**src/core/tpr_pkg.sv**
```systemverilog
// Shared constants and carrier types for the tank pump relay controller.
// Assumes a single 100 MHz clock domain.
package tpr_pkg;
  localparam int tpr_clk_hz = 100_000_000;
  localparam int tpr_hold_s = 3;
  localparam int tpr_pause_s = 60;
  localparam int tpr_run_default_min = 3;
  localparam int tpr_run_min_min = 1;
  localparam int tpr_run_max_min = 5;
  localparam int tpr_sec_per_min = 60;
  localparam int tpr_hyst_bars = 6;
  localparam int tpr_lvl_w = 4;
  localparam int tpr_tanks = 4;
  localparam logic [2:0] tpr_sw_min = 3'h2;
  localparam logic [2:0] tpr_sw_max = 3'h5;
  localparam int tpr_name_len = 8;
  localparam logic [4:0] tpr_char_max = 5'h1a;
  localparam int tpr_vol_digits = 5;
  localparam logic [3:0] tpr_digit_max = 4'h9;
  localparam logic [3:0] tpr_lvl_empty = 4'h0;
  localparam logic [3:0] tpr_lvl_full = 4'hf;

  typedef enum logic [1:0] {tpr_grey, tpr_black, tpr_fuel, tpr_fresh} tpr_kind_type;

  typedef struct packed {
    logic backlight;
    logic scroll;
    logic pump;
  } tpr_keys_type;

  typedef struct packed {
    logic valid;
    logic [2:0] switch_no;
    logic [tpr_name_len*5-1:0] name;
    tpr_kind_type kind;
    logic [3:0] alarm_on;
    logic audible;
    logic vol_en;
    logic vol_gallons;
    logic [tpr_vol_digits*4-1:0] volume;
    logic [3:0] relay_on;
    logic [3:0] relay_off;
    logic [3:0] pump_stop;
    logic special;
    logic [2:0] run_min;
  } tpr_tank_type;

  typedef struct packed {
    logic alarm_audible;
    logic alarm_visual;
    logic relay1;
    logic relay2;
    logic pump;
  } tpr_outs_type;
endpackage

```
**src/core/tpr_controller.sv**
```systemverilog
// Keypad set-up menu and level-driven alarm, relay and pump control for one master display.
// Assumes debounced keypad pins and same-clock level samples with a one-cycle valid strobe.
// Contract
// - Holding backlight and scroll together for 3 s enters program mode.
// - Exit commits edited settings, leaves program mode, resumes monitoring.
// - Scroll/backlight step remote unit switch number; pump confirms it.
// - Name edit: backlight moves cursor, scroll cycles letter, pump accepts.
// - After type, keys step levels; pump stores alarm-on level.
// - Scroll enables audible alarm, backlight disables; disabled gives bell only.
// - Volume selects litres or gallons; digits entered one by one with pump.
// - Relay set-up stores on then off level; marker shows on level.
// - Grey/black pump stop level settable, defaults to empty.
// - Special pump: timed run, one minute pause, level-scaled reruns until empty.
// - Special run time defaults 3 minutes, or 1 to 5 chosen.
// - Special pump off disables and returns to menu directly.
// - Erase clears settings of scroll-selected tank on pump, back to menu.
// - Grey/black: alarm and relay 1 on at on point; relay 1 off at off point; pump mutes.
// - Grey/black: pump after mute runs pump and relay 2 until empty or press.
// - Fuel: pump and relay 2 on at low point, off at full.
// - Fuel: pump key starts pump anytime; stops at full or press.
// - Fuel/fresh: alarm and relay 1 on at low, off 6 bars above.
// - Fresh: pump press energises pump and relay 2; off at full or press.
`timescale 1ns/1ps
module tpr_controller #(
  parameter int hold_cycles = tpr_pkg::tpr_clk_hz * tpr_pkg::tpr_hold_s,
  parameter int sec_cycles = tpr_pkg::tpr_clk_hz
) (
  // Clock and reset
  input wire logic clk,
  input wire logic reset,
  // Keypad levels
  input wire tpr_pkg::tpr_keys_type keys,
  // Level samples from remote units
  input wire logic sample_valid,
  input wire logic [2:0] sample_switch,
  input wire logic [3:0] sample_level,
  // Status
  output logic program_mode,
  output logic [3:0] edit_level,
  output logic [3:0] relay_marker,
  output logic [2:0] edit_switch,
  output logic [2:0] name_cursor,
  output logic [2:0] digit_cursor,
  // Outputs per tank slot
  output tpr_pkg::tpr_outs_type [tpr_pkg::tpr_tanks-1:0] outs
);
  import tpr_pkg::*;

  typedef enum {
    st_monitor, st_menu, st_switch, st_name, st_type, st_alarm, st_audible, st_vol_en,
    st_vol_unit, st_vol_digit, st_exit, st_relay_on, st_relay_off, st_stop_sel, st_stop,
    st_spec_sel, st_spec_on, st_spec_time, st_spec_set, st_erase, st_relay_sel
  } tpr_state_type;

  typedef enum logic [2:0] {
    m_program, m_relay, m_stop, m_special, m_erase, m_exit
  } tpr_menu_type;

  function automatic logic [1:0] slot_of(input logic [2:0] sw);
    slot_of = 2'(sw - tpr_sw_min);
  endfunction

  function automatic logic in_range(input logic [2:0] sw);
    in_range = (sw >= tpr_sw_min) && (sw <= tpr_sw_max);
  endfunction

  function automatic logic [3:0] step_lvl(input logic [3:0] v, input logic up);
    if (up) begin
      step_lvl = (v == tpr_lvl_full) ? v : 4'(v + 4'h1);
    end else begin
      step_lvl = (v == tpr_lvl_empty) ? v : 4'(v - 4'h1);
    end
  endfunction

  localparam tpr_tank_type blank_tank = '{default: '0, kind: tpr_grey, pump_stop: tpr_lvl_empty,
    run_min: 3'(tpr_run_default_min)};
  localparam logic [2:0] last_digit = 3'(tpr_vol_digits - 1);
  localparam logic [2:0] last_char = 3'(tpr_name_len - 1);
  localparam logic [2:0] run_default = 3'(tpr_run_default_min);
  localparam logic [2:0] run_lo = 3'(tpr_run_min_min);
  localparam logic [2:0] run_hi = 3'(tpr_run_max_min);

  // Key edges; keypad pins are asynchronous, so two stages come first
  tpr_keys_type keys_m, keys_s, keys_q;
  logic press_b, press_s, press_p;
  always_ff @(posedge clk or posedge reset) begin
    if (reset) begin
      keys_m <= '0;
      keys_s <= '0;
      keys_q <= '0;
    end else begin
      keys_m <= keys;
      keys_s <= keys_m;
      keys_q <= keys_s;
    end
  end
  assign press_b = keys_s.backlight & ~keys_q.backlight;
  assign press_s = keys_s.scroll & ~keys_q.scroll;
  assign press_p = keys_s.pump & ~keys_q.pump;

  // Combined hold timer
  logic [31:0] hold_cnt;
  logic hold_done;
  always_ff @(posedge clk or posedge reset) begin
    if (reset) begin
      hold_cnt <= '0;
    end else if (keys_s.backlight && keys_s.scroll && !program_mode) begin
      if (hold_cnt != 32'(hold_cycles)) begin
        hold_cnt <= 32'(hold_cnt + 32'h1);
      end
    end else begin
      hold_cnt <= '0;
    end
  end
  assign hold_done = (hold_cnt == 32'(hold_cycles - 1));

  // Working copy edited in program mode, committed copy drives outputs
  tpr_tank_type work [tpr_tanks];
  tpr_tank_type live [tpr_tanks];
  tpr_state_type state;
  tpr_menu_type menu;
  logic [1:0] cur;
  tpr_tank_type t;
  assign t = work[cur];

  always_ff @(posedge clk or posedge reset) begin
    if (reset) begin
      state <= st_monitor;
      menu <= m_program;
      cur <= '0;
      edit_switch <= tpr_sw_min;
      edit_level <= '0;
      relay_marker <= '0;
      name_cursor <= '0;
      digit_cursor <= '0;
      program_mode <= 1'b0;
      for (int i = 0; i < tpr_tanks; i++) begin
        work[i] <= blank_tank;
        live[i] <= blank_tank;
      end
    end else begin
      case (state)
        st_monitor: if (hold_done) begin
          state <= st_menu;
          program_mode <= 1'b1;
          menu <= m_program;
        end
        st_menu: begin
          if (press_s) begin
            menu <= (menu == m_exit) ? m_program : tpr_menu_type'(menu + 3'h1);
          end else if (press_p) begin
            case (menu)
              m_program: state <= st_switch;
              m_relay: state <= st_relay_sel;
              m_stop: state <= st_stop_sel;
              m_special: state <= st_spec_sel;
              m_erase: state <= st_erase;
              default: state <= st_exit;
            endcase
          end
        end
        st_switch, st_relay_sel, st_stop_sel, st_spec_sel, st_erase: begin
          // Only switch positions two to five exist on the network
          if (press_s) begin
            edit_switch <= (edit_switch == tpr_sw_max) ? tpr_sw_min : 3'(edit_switch + 3'h1);
          end else if (press_b) begin
            edit_switch <= (edit_switch == tpr_sw_min) ? tpr_sw_max : 3'(edit_switch - 3'h1);
          end else if (press_p && in_range(edit_switch)) begin
            cur <= slot_of(edit_switch);
            case (state)
              st_switch: begin
                state <= st_name;
                work[slot_of(edit_switch)].valid <= 1'b1;
                work[slot_of(edit_switch)].switch_no <= edit_switch;
                name_cursor <= '0;
              end
              st_stop_sel: begin
                state <= st_stop;
                edit_level <= work[slot_of(edit_switch)].pump_stop;
              end
              st_spec_sel: state <= st_spec_on;
              st_relay_sel: begin
                state <= st_relay_on;
                edit_level <= work[slot_of(edit_switch)].relay_on;
              end
              default: begin
                work[slot_of(edit_switch)] <= blank_tank;
                state <= st_menu;
              end
            endcase
          end
        end
        st_name: begin
          if (press_b) begin
            name_cursor <= (name_cursor == last_char) ? '0 : 3'(name_cursor + 3'h1);
          end else if (press_s) begin
            work[cur].name[name_cursor*5 +: 5] <=
              (t.name[name_cursor*5 +: 5] == tpr_char_max) ? 5'h00 :
              5'(t.name[name_cursor*5 +: 5] + 5'h01);
          end else if (press_p) begin
            state <= st_type;
          end
        end
        st_type: begin
          if (press_s || press_b) begin
            work[cur].kind <= tpr_kind_type'(2'(t.kind + (press_s ? 2'h1 : 2'h3)));
          end else if (press_p) begin
            state <= st_alarm;
            edit_level <= t.alarm_on;
          end
        end
        st_alarm, st_relay_on, st_relay_off, st_stop: begin
          if (press_s || (press_b && state != st_stop)) begin
            edit_level <= step_lvl(edit_level, press_s);
          end else if (press_p) begin
            case (state)
              st_alarm: begin
                work[cur].alarm_on <= edit_level;
                state <= st_audible;
              end
              st_relay_on: begin
                work[cur].relay_on <= edit_level;
                relay_marker <= edit_level;
                state <= st_relay_off;
              end
              st_relay_off: begin
                work[cur].relay_off <= edit_level;
                state <= st_menu;
              end
              default: begin
                work[cur].pump_stop <= edit_level;
                state <= st_menu;
              end
            endcase
          end
        end
        st_audible: begin
          if (press_s || press_b) begin
            work[cur].audible <= press_s;
            state <= st_vol_en;
          end
        end
        st_vol_en: begin
          if (press_s) begin
            work[cur].vol_en <= 1'b1;
            state <= st_vol_unit;
          end else if (press_b) begin
            work[cur].vol_en <= 1'b0;
            state <= st_exit;
          end
        end
        st_vol_unit: begin
          if (press_s || press_b) begin
            work[cur].vol_gallons <= press_b;
            digit_cursor <= '0;
            state <= st_vol_digit;
          end
        end
        st_vol_digit: begin
          if (press_s) begin
            work[cur].volume[digit_cursor*4 +: 4] <=
              (t.volume[digit_cursor*4 +: 4] == tpr_digit_max) ? 4'h0 :
              4'(t.volume[digit_cursor*4 +: 4] + 4'h1);
          end else if (press_b) begin
            work[cur].volume[digit_cursor*4 +: 4] <=
              (t.volume[digit_cursor*4 +: 4] == 4'h0) ? tpr_digit_max :
              4'(t.volume[digit_cursor*4 +: 4] - 4'h1);
          end else if (press_p) begin
            if (digit_cursor == last_digit) begin
              state <= st_exit;
            end else begin
              digit_cursor <= 3'(digit_cursor + 3'h1);
            end
          end
        end
        st_exit: begin
          if (press_s) begin
            state <= st_menu;
            menu <= m_program;
          end else if (press_b || (menu == m_exit && press_p)) begin
            for (int i = 0; i < tpr_tanks; i++) begin
              live[i] <= work[i];
            end
            state <= st_monitor;
            program_mode <= 1'b0;
          end
        end
        st_spec_on: begin
          if (press_s) begin
            work[cur].special <= 1'b0;
            state <= st_menu;
          end else if (press_b) begin
            work[cur].special <= 1'b1;
            state <= st_spec_time;
          end
        end
        st_spec_time: begin
          if (press_b) begin
            work[cur].run_min <= run_default;
            state <= st_menu;
          end else if (press_s) begin
            work[cur].run_min <= run_lo;
            state <= st_spec_set;
          end
        end
        st_spec_set: begin
          if (press_s) begin
            work[cur].run_min <= (t.run_min >= run_hi) ? run_lo : 3'(t.run_min + 3'h1);
          end else if (press_p) begin
            state <= st_menu;
          end
        end
        default: state <= st_monitor;
      endcase
    end
  end

  // One-second tick shared by all special pump timers
  logic [31:0] sec_cnt;
  logic sec_tick;
  always_ff @(posedge clk or posedge reset) begin
    if (reset) begin
      sec_cnt <= '0;
    end else begin
      sec_cnt <= sec_tick ? '0 : 32'(sec_cnt + 32'h1);
    end
  end
  assign sec_tick = (sec_cnt == 32'(sec_cycles - 1));

  // Monitoring; scroll steps the displayed tank, the one the pump key targets
  logic [1:0] view;
  always_ff @(posedge clk or posedge reset) begin
    if (reset) begin
      view <= '0;
    end else if (!program_mode && press_s) begin
      view <= 2'(view + 2'h1);
    end
  end

  genvar g;
  generate
    for (g = 0; g < tpr_tanks; g++) begin : tank
      logic [3:0] lvl;
      logic alarm, muted, relay1, pump_on, pausing;
      logic [9:0] secs;
      logic hit;
      tpr_tank_type c;
      assign c = live[g];
      assign hit = sample_valid && sample_switch == 3'(g + tpr_sw_min);
      // Pump key belongs to the displayed tank only
      logic key;
      assign key = press_p && !program_mode && view == 2'(g) && c.valid;

      always_ff @(posedge clk or posedge reset) begin
        if (reset) begin
          lvl <= '0;
          alarm <= 1'b0;
          muted <= 1'b0;
          relay1 <= 1'b0;
        end else begin
          if (hit) begin
            lvl <= sample_level;
          end
          if (!c.valid) begin
            alarm <= 1'b0;
            relay1 <= 1'b0;
            muted <= 1'b0;
          end else if (hit && (c.kind == tpr_fuel || c.kind == tpr_fresh)) begin
            if (sample_level <= c.alarm_on) begin
              alarm <= 1'b1;
              relay1 <= 1'b1;
            end else if (5'(sample_level) >= 5'(c.alarm_on) + 5'(tpr_hyst_bars)) begin
              alarm <= 1'b0;
              relay1 <= 1'b0;
              muted <= 1'b0;
            end
          end else if (hit) begin
            if (sample_level >= c.alarm_on) begin
              alarm <= 1'b1;
            end else begin
              alarm <= 1'b0;
              muted <= 1'b0;
            end
            if (sample_level >= c.relay_on) begin
              relay1 <= 1'b1;
            end else if (sample_level <= c.relay_off) begin
              relay1 <= 1'b0;
            end
          end
          if (key && alarm && !muted) begin
            muted <= 1'b1;
          end
        end
      end

      // Pump: a key press that mutes never also toggles the pump
      logic mute_press, drain;
      assign mute_press = key && alarm && !muted;
      assign drain = c.kind == tpr_grey || c.kind == tpr_black;
      always_ff @(posedge clk or posedge reset) begin
        if (reset) begin
          pump_on <= 1'b0;
          pausing <= 1'b0;
          secs <= '0;
        end else if (!c.valid) begin
          pump_on <= 1'b0;
          pausing <= 1'b0;
          secs <= '0;
        end else if (key && !mute_press) begin
          pump_on <= ~pump_on;
          pausing <= 1'b0;
          secs <= (drain && c.special) ? 10'(c.run_min * tpr_sec_per_min) : '0;
        end else if (drain) begin
          if (c.special && pump_on) begin
            // Level reads wrong while running, so only timers decide
            if (sec_tick && secs != '0) begin
              secs <= 10'(secs - 10'h1);
            end else if (secs == '0 || (sec_tick && secs == 10'h1)) begin
              if (!pausing) begin
                pausing <= 1'b1;
                secs <= 10'(tpr_pause_s);
              end else if (lvl <= c.pump_stop) begin
                pump_on <= 1'b0;
                pausing <= 1'b0;
              end else begin
                pausing <= 1'b0;
                secs <= 10'(lvl * c.run_min * 4'h4);
              end
            end
          end else if (hit && pump_on && sample_level <= c.pump_stop) begin
            pump_on <= 1'b0;
          end
        end else if (hit) begin
          if (sample_level >= tpr_lvl_full) begin
            pump_on <= 1'b0;
          end else if (c.kind == tpr_fuel && sample_level <= c.alarm_on) begin
            pump_on <= 1'b1;
          end
        end
      end

      always_ff @(posedge clk or posedge reset) begin
        if (reset) begin
          outs[g] <= '0;
        end else begin
          outs[g].alarm_audible <= alarm && !muted && c.audible;
          outs[g].alarm_visual <= alarm;
          outs[g].relay1 <= relay1;
          outs[g].relay2 <= pump_on && !pausing;
          outs[g].pump <= pump_on && !pausing;
        end
      end
    end
  endgenerate
endmodule

```
**config.mk**
```make
export PLATFORM = sky130hd
export DESIGN_NAME = tpr_controller
export DESIGN_NICKNAME = d
export VERILOG_FILES = /design/src/core/tpr_pkg.sv /design/src/core/tpr_controller.sv
export SDC_FILE = /design/constraint.sdc
export NUM_CORES = 1
export LEC_CHECK = 0
export BUFFER_PORTS_ARGS = -buffer_cell sky130_fd_sc_hd__buf_2
export CELL_PAD_IN_SITES_DETAIL_PLACEMENT = 1
export CELL_PAD_IN_SITES_GLOBAL_PLACEMENT = 1
export CORE_MARGIN = 2
export CORE_UTILIZATION = 50
export DETAILED_ROUTE_END_ITERATION = 12
export HOLD_SLACK_MARGIN = 0.05
export PLACE_DENSITY = 0.86
export SLEW_MARGIN = 10
export SYNTH_ARGS = -nofsm -noshare
export SYNTH_HDL_FRONTEND = slang
export SYNTH_SLANG_ARGS = --single-unit
```
**constraint.sdc**
```tcl
create_clock -name clk -period 16.49 [get_ports clk]
set_clock_uncertainty 0.2 [all_clocks]
set_input_delay 1.649 -clock clk [delete_from_list [all_inputs] [get_ports clk]]
set_output_delay 1.649 -clock clk [all_outputs]
set_load 0.02 [all_outputs]
```
# Word level (Yosys, flattened, before mapping)
# Index checks and enable logic that the tools add are counted.
[totals]
wordCells = 937
input_bits = 13
regBits = 674
output_inout_bits = 38
[classes]
shifts = 7
n_mux = 335
multipliers = 9
add_sub_neg = 26
magnitude_cmp = 36
n_reduce_logical = 168
n_eq_ne = 181
n_bitwise = 18
[op_table]
columns = ["op", "n"]
rows = [
  ["356-bit bitwise mux", 19],
  ["356-bit 2-to-1 mux", 19],
  ["356-bit one-hot mux with 11 select lines", 1],
  ["89-bit demux with 2-bit select", 15],
  ["356-bit one-hot mux with 3 select lines", 1],
  ["32-bit 2-to-1 mux", 32],
  ["356-bit one-hot mux with 2 select lines", 1],
  ["32-bit one-hot mux with 14 select lines", 1],
  ["89-bit binary-select mux with 2-bit select", 2],
  ["348-bit AND", 1],
  ["348-bit NOT", 1],
  ["10-bit 2-to-1 mux", 32],
  ["32-bit by 4-bit == test with 1-bit output, second input constant", 8],
  ["85-bit 2-to-1 mux", 3],
  ["89-bit 2-to-1 mux", 2],
  ["32-bit by 5-bit == test with 1-bit output, second input constant", 5],
  ["1-bit 2-to-1 mux", 147],
  ["32-bit by 3-bit == test with 1-bit output, second input constant", 4],
  ["88-bit 2-to-1 mux", 1],
  ["1-bit logical AND", 78],
  ["4-bit by 34-bit variable part select with 20-bit output", 2],
  ["2-bit != test, second input constant", 33],
  ["32-bit by 1-bit adder with 32-bit output, second input constant", 2],
  ["32-bit by 2-bit == test with 1-bit output, second input constant", 2],
  ["other kinds (99)", 368],
]

# Longest topological paths before layout
[logic_depth]
ltp_word = 13
ltp_mapped = 12
depth_no_buf = 12

# Least setup slack after synthesis
# No wires, ideal clock.
[synth_timing]
kind = "input -> register"
start = "in sample_level[0]"
end = "reg tank[1].relay1"
setup_ns = 0.120
arrival_ns = 3.352
stages = 9
path_buffers = 0
path_slack_ns = 12.818
required_time_ns = 16.170
path_cell_list = "inv_1 ha_1 inv_1 a21oi_1 o21ai_0 a21o_1 or3_1 a211o_1 a31o_2"
[synth_between]
elab_chain_cells = 5
word_cells_on_any_way = 12
classes_between = "order compare (4); eq/ne (2); mux (5); reduce/logical (1)"
[synth_rtl]
columns = ["item", "line_no", "rtl"]
rows = [
  ["start: declaration", "tpr_controller.sv:36", "input wire logic [3:0] sample_level,"],
  ["4-bit greater-or-equal comparator", "tpr_controller.sv:384", "if (sample_level >= c.relay_on) begin"],
  ["1-bit 2-to-1 mux", "tpr_controller.sv:384", ""],
  ["1-bit 2-to-1 mux", "tpr_controller.sv:377", "end else if (hit) begin"],
  ["1-bit 2-to-1 mux", "tpr_controller.sv:368", "end else if (hit && (c.kind == tpr_fuel || c.kind == tpr_fresh)) begin"],
  ["1-bit 2-to-1 mux", "tpr_controller.sv:364", "if (!c.valid) begin"],
  ["end signal: assignment", "tpr_controller.sv:366", "relay1 <= 1'b0;"],
  ["end signal: assignment", "tpr_controller.sv:371", "relay1 <= 1'b1;"],
  ["end signal: assignment", "tpr_controller.sv:385", "relay1 <= 1'b1;"],
  ["end: declaration", "tpr_controller.sv:344", "logic alarm, muted, relay1, pump_on, pausing;"],
]
# Parallel ways exist; a longest one is shown, timed or not. The select of a mux whose other input is x is not followed.
# A chain may end at the register's enable or synchronous reset.

==> impl_results.md <==
* Post-route ant nets at 0
* Setup violations, final at 0
* Initial drt markers at 1615
* Initial core utilization at 50.53%
* Final core occ at 55.38%
* Synth Warn # at 0
* Status: finished clean
* GR Util All Layers at 31.12%
* Post-synth EDFFs at 0
* DRT met1 WL at 31.99 mm
* Top Layer Used: met4
* Quantity of I/O buffers inserted on ports at 50
* Pwr dens at 81.81 nW/um^2
* CP Capture Type: flop
* Worst hold-check path type: flop to flop
* Die height at between 200 and 250 um
* Fin crit period at 4597 ps
* CORE AREA at 47650 sq um
* Max Cap Viol at 0
* CTS Root Cell: clkbuf_16
* Clock power frac at 49.0%
* Cell taking the most area after synthesis: dfrtp_1
* RR Startpoint: state[3]$_DFFE_PP0P_
* First-pass GRT wire length at 123.8 mm
* Final Hold Fails at 0
* Clock slew at reported path FFs at 60 ps
* Main synth FF type: dfrtp_1
* CTS buffer count at 46
* Layout cells sized above 1 at 8.889%
* Largest net degree at the start of global routing at between 150 and 200
* Net Sw Power at approximately 0.5 mW
* Drt pass-1 iters at 5
* Crit path required time at between 15000 and 20000 ps
* Total wire length at 77.18 mm
* Hold slack at 148.0 ps
* Worst-skew pair later-pin latency at 600 ps
* Worst slew pin tran at 1204 ps
* HP Start: keys_m[2]$_DFF_PP0_
* Crit path launch: state[3]$_DFFE_PP0P_
* Setup TNS at 0 ps
* H-tree Lvls at 2
* CTS Sinks at 387
* Met2 wire length at 37.40 mm
* Syn Area/Cell at 9.210 sq um
* Period utilization at approximately 28%
* Syn Nets at approximately 2800
* Maximum vdd drop at 0.0001371 V
* Leakage at 11.92 nW
* Max Slew Vio Count at 0
* Initial antenna violation count at 0
* Post-synth design cell area at 24080 sq um
* Vias in the first global route at approximately 22000
* Vias/cell at 6.381
* CTS Buffer Depth at 3
* Comb pwr share at 5.7%
* Avg WL per Cell at between 20 and 25 um
* Netlist cell types at 90
* Async S/R FF share, synth at 100.0%
* Site Rows at 80
* # IOs at 51
* Max Fanout on Critical Path at 29
* Synth top area cells: dfrtp_1 38%, ha_1 8.8%, nand2_1 5.3%, o21ai_0 4.2%, nor2_1 2.9%
* Post-synthesis sequential area ratio at 40.31%
* Seq cells post-synth at slightly below 400
* Critical path data arrival time at 4870 ps
* CTS resizes at 0
* Switching Fraction at a little under a quarter
* Met3 Routed Length at 4.644 mm
* # DRC at 0
* DR vias at 20867
* GPL Wtd Cong at between 0.9 and 1
* Top-area cell type share of the netlist area at 38.46%
* Crit start category: flop
* CTS tree: yes
* Fillers at 5418
* Post-CTS Setup Bufs at 0
* Worst relative slew slack at 19.74%
* CTS Hold Bufs at 0
* Final net count at 2825
* RSZ-0062 raised after global routing: false
* Synthesis-to-finish area growth at 9.599%
* FMAX at 0.2175 GHz
* Post-DP HPWL at 54.36 mm
* Chip width at roughly 220 um
* Seq pwr share at 45.3%
* N_diodes at 0
* Internal power at roughly 1.6 mW
* Post-Syn Instances at approximately 2600
* Kind of critical path: flop to flop
* Total gr overflow at 0
* Die ar. at 49920 sq um
==> cell usage in the layout (no fill, tap or decap), types with 22 or more instances in the layout <==
cell type	netlist	layout
xor2_1	49	49
clkbuf_16	0	47
o2bb2ai_1	24	24
nand2_1	341	341
nor2b_1	55	55
a22o_1	51	51
buf_2	16	50
ha_1	169	169
dfrtp_1	370	370
nor3_1	58	57
nand4_1	35	35
xnor2_1	60	60
a21o_1	22	22
inv_1	146	144
a21oi_1	122	122
or3_1	23	23
nand3_1	83	82
o21a_1	27	27
fa_1	25	25
and3_1	30	30
mux2_2	27	27
nand2b_1	30	30
o21ai_0	202	202
and2_1	32	32
nor2_1	183	183
==> synth_stat cells, drive strengths merged (8+ instances only) <==
master / instances
dfrtp: 370
nor4b: 9
o211ai: 15
a32o: 9
and2: 33
nor3: 60
nand2: 341
mux2: 27
o2bb2ai: 24
a211oi: 20
a21o: 22
nand2b: 30
a31oi: 19
nand3: 83
o21ai: 211
o221ai: 8
nand3b: 13
or3: 23
nor3b: 8
o31ai: 14
clkbuf: 80
xnor2: 60
a21oi: 122
o22ai: 17
nor2b: 55
nand4: 36
dfstp: 17
o2111ai: 8
mux4: 17
xor2: 49
a22o: 51
fa: 25
buf: 35
nor4: 18
mux2i: 14
inv: 146
ha: 169
and3: 30
nor2: 184
o21a: 27
or4: 16
==> cell families (layout without fill, tap and decap cells) <==
logic type	count (synthesis)	after routing	synth area share (%)
flip-flops	387	387	40.31
multiplexers	58	58	3.435
adder cells (fa/ha/maj)	195	195	10.90
AND/OR/NAND/NOR	969	969	19.90
buffers and inverters	262	303	4.313
XOR/XNOR	109	109	3.965
AO/OA/AOI/OAI	634	634	17.17
==> power groups by stage <==
stage | combinational [mW] | sequential, mW | clock [mW]
5_1_grt | 0.138 | 0.979 | 1.10
2_1_floorplan | 0.0798 | 0.989 | 0
6_report | 0.123 | 0.978 | 1.06
3_5_place_dp | 0.122 | 0.994 | 0
4_1_cts | 0.123 | 0.977 | 1.07
3_3_place_gp | 0.111 | 0.994 | 0
==> area by class of cell <==
cell class	instances	area (sq um)	area share, %
multi-input combinational	1965	13360	50.62
sequential	387	9706	36.78
clock buffer	73	1394	5.282
tap	615	769.5	2.916
inverter	147	561.8	2.129
timing repair buffer	71	427.9	1.622
clock inverter	12	170.2	0.6449
==> critical path: stages, from the launching register on <==
cell and delay, ps:
dfrtp_1 710, buf_4 410, or3_1 220, nor2_1 120, a222oi_1 960, o21ai_1 390
nor3_1 700, o21ai_0 430, a22o_1 340
==> metrics by stage <==
stage | total power, mW | area, sq um | setup slack (ps) | cells
after detailed placement | 1.116 | 24800 | 11780 | 3184
after floorplan | 1.069 | 24080 | 3913 | 2614
after global routing | 2.220 | 26390 | 11710 | 3270
after CTS | 2.169 | 26370 | 11710 | 3269
final | 2.159 | 26390 | 11890 | 3270
after global placement | 1.105 | 24800 | 12030 | 3184
==> path summary, 6_finish.rpt <==
check                                                    to  slack, ps  cells after the start
worst max-delay path                                   flop      11890                      8
worst min-delay path                    keys_s[2]$_DFF_PP0_        150                      0
worst max register to register                         flop      11890                      8
worst min register to register          keys_s[2]$_DFF_PP0_        150                      0
max in group asynchronous       tank[2].secs[9]$_DFFE_PP0P_      12620                      4
min in group asynchronous       relay_marker[1]$_DFFE_PP0P_       1010                      2
==> per-layer routing <==
layer  global-route usage [%]  vias to the layer above
met1                    39.35                    10568
li1                         -                     9326
met3                    5.334                      220
met4                    12.97                        0
met5                        0                        -
met2                    52.88                      753
No activity file was read; power rests on OpenSTA's default activity.
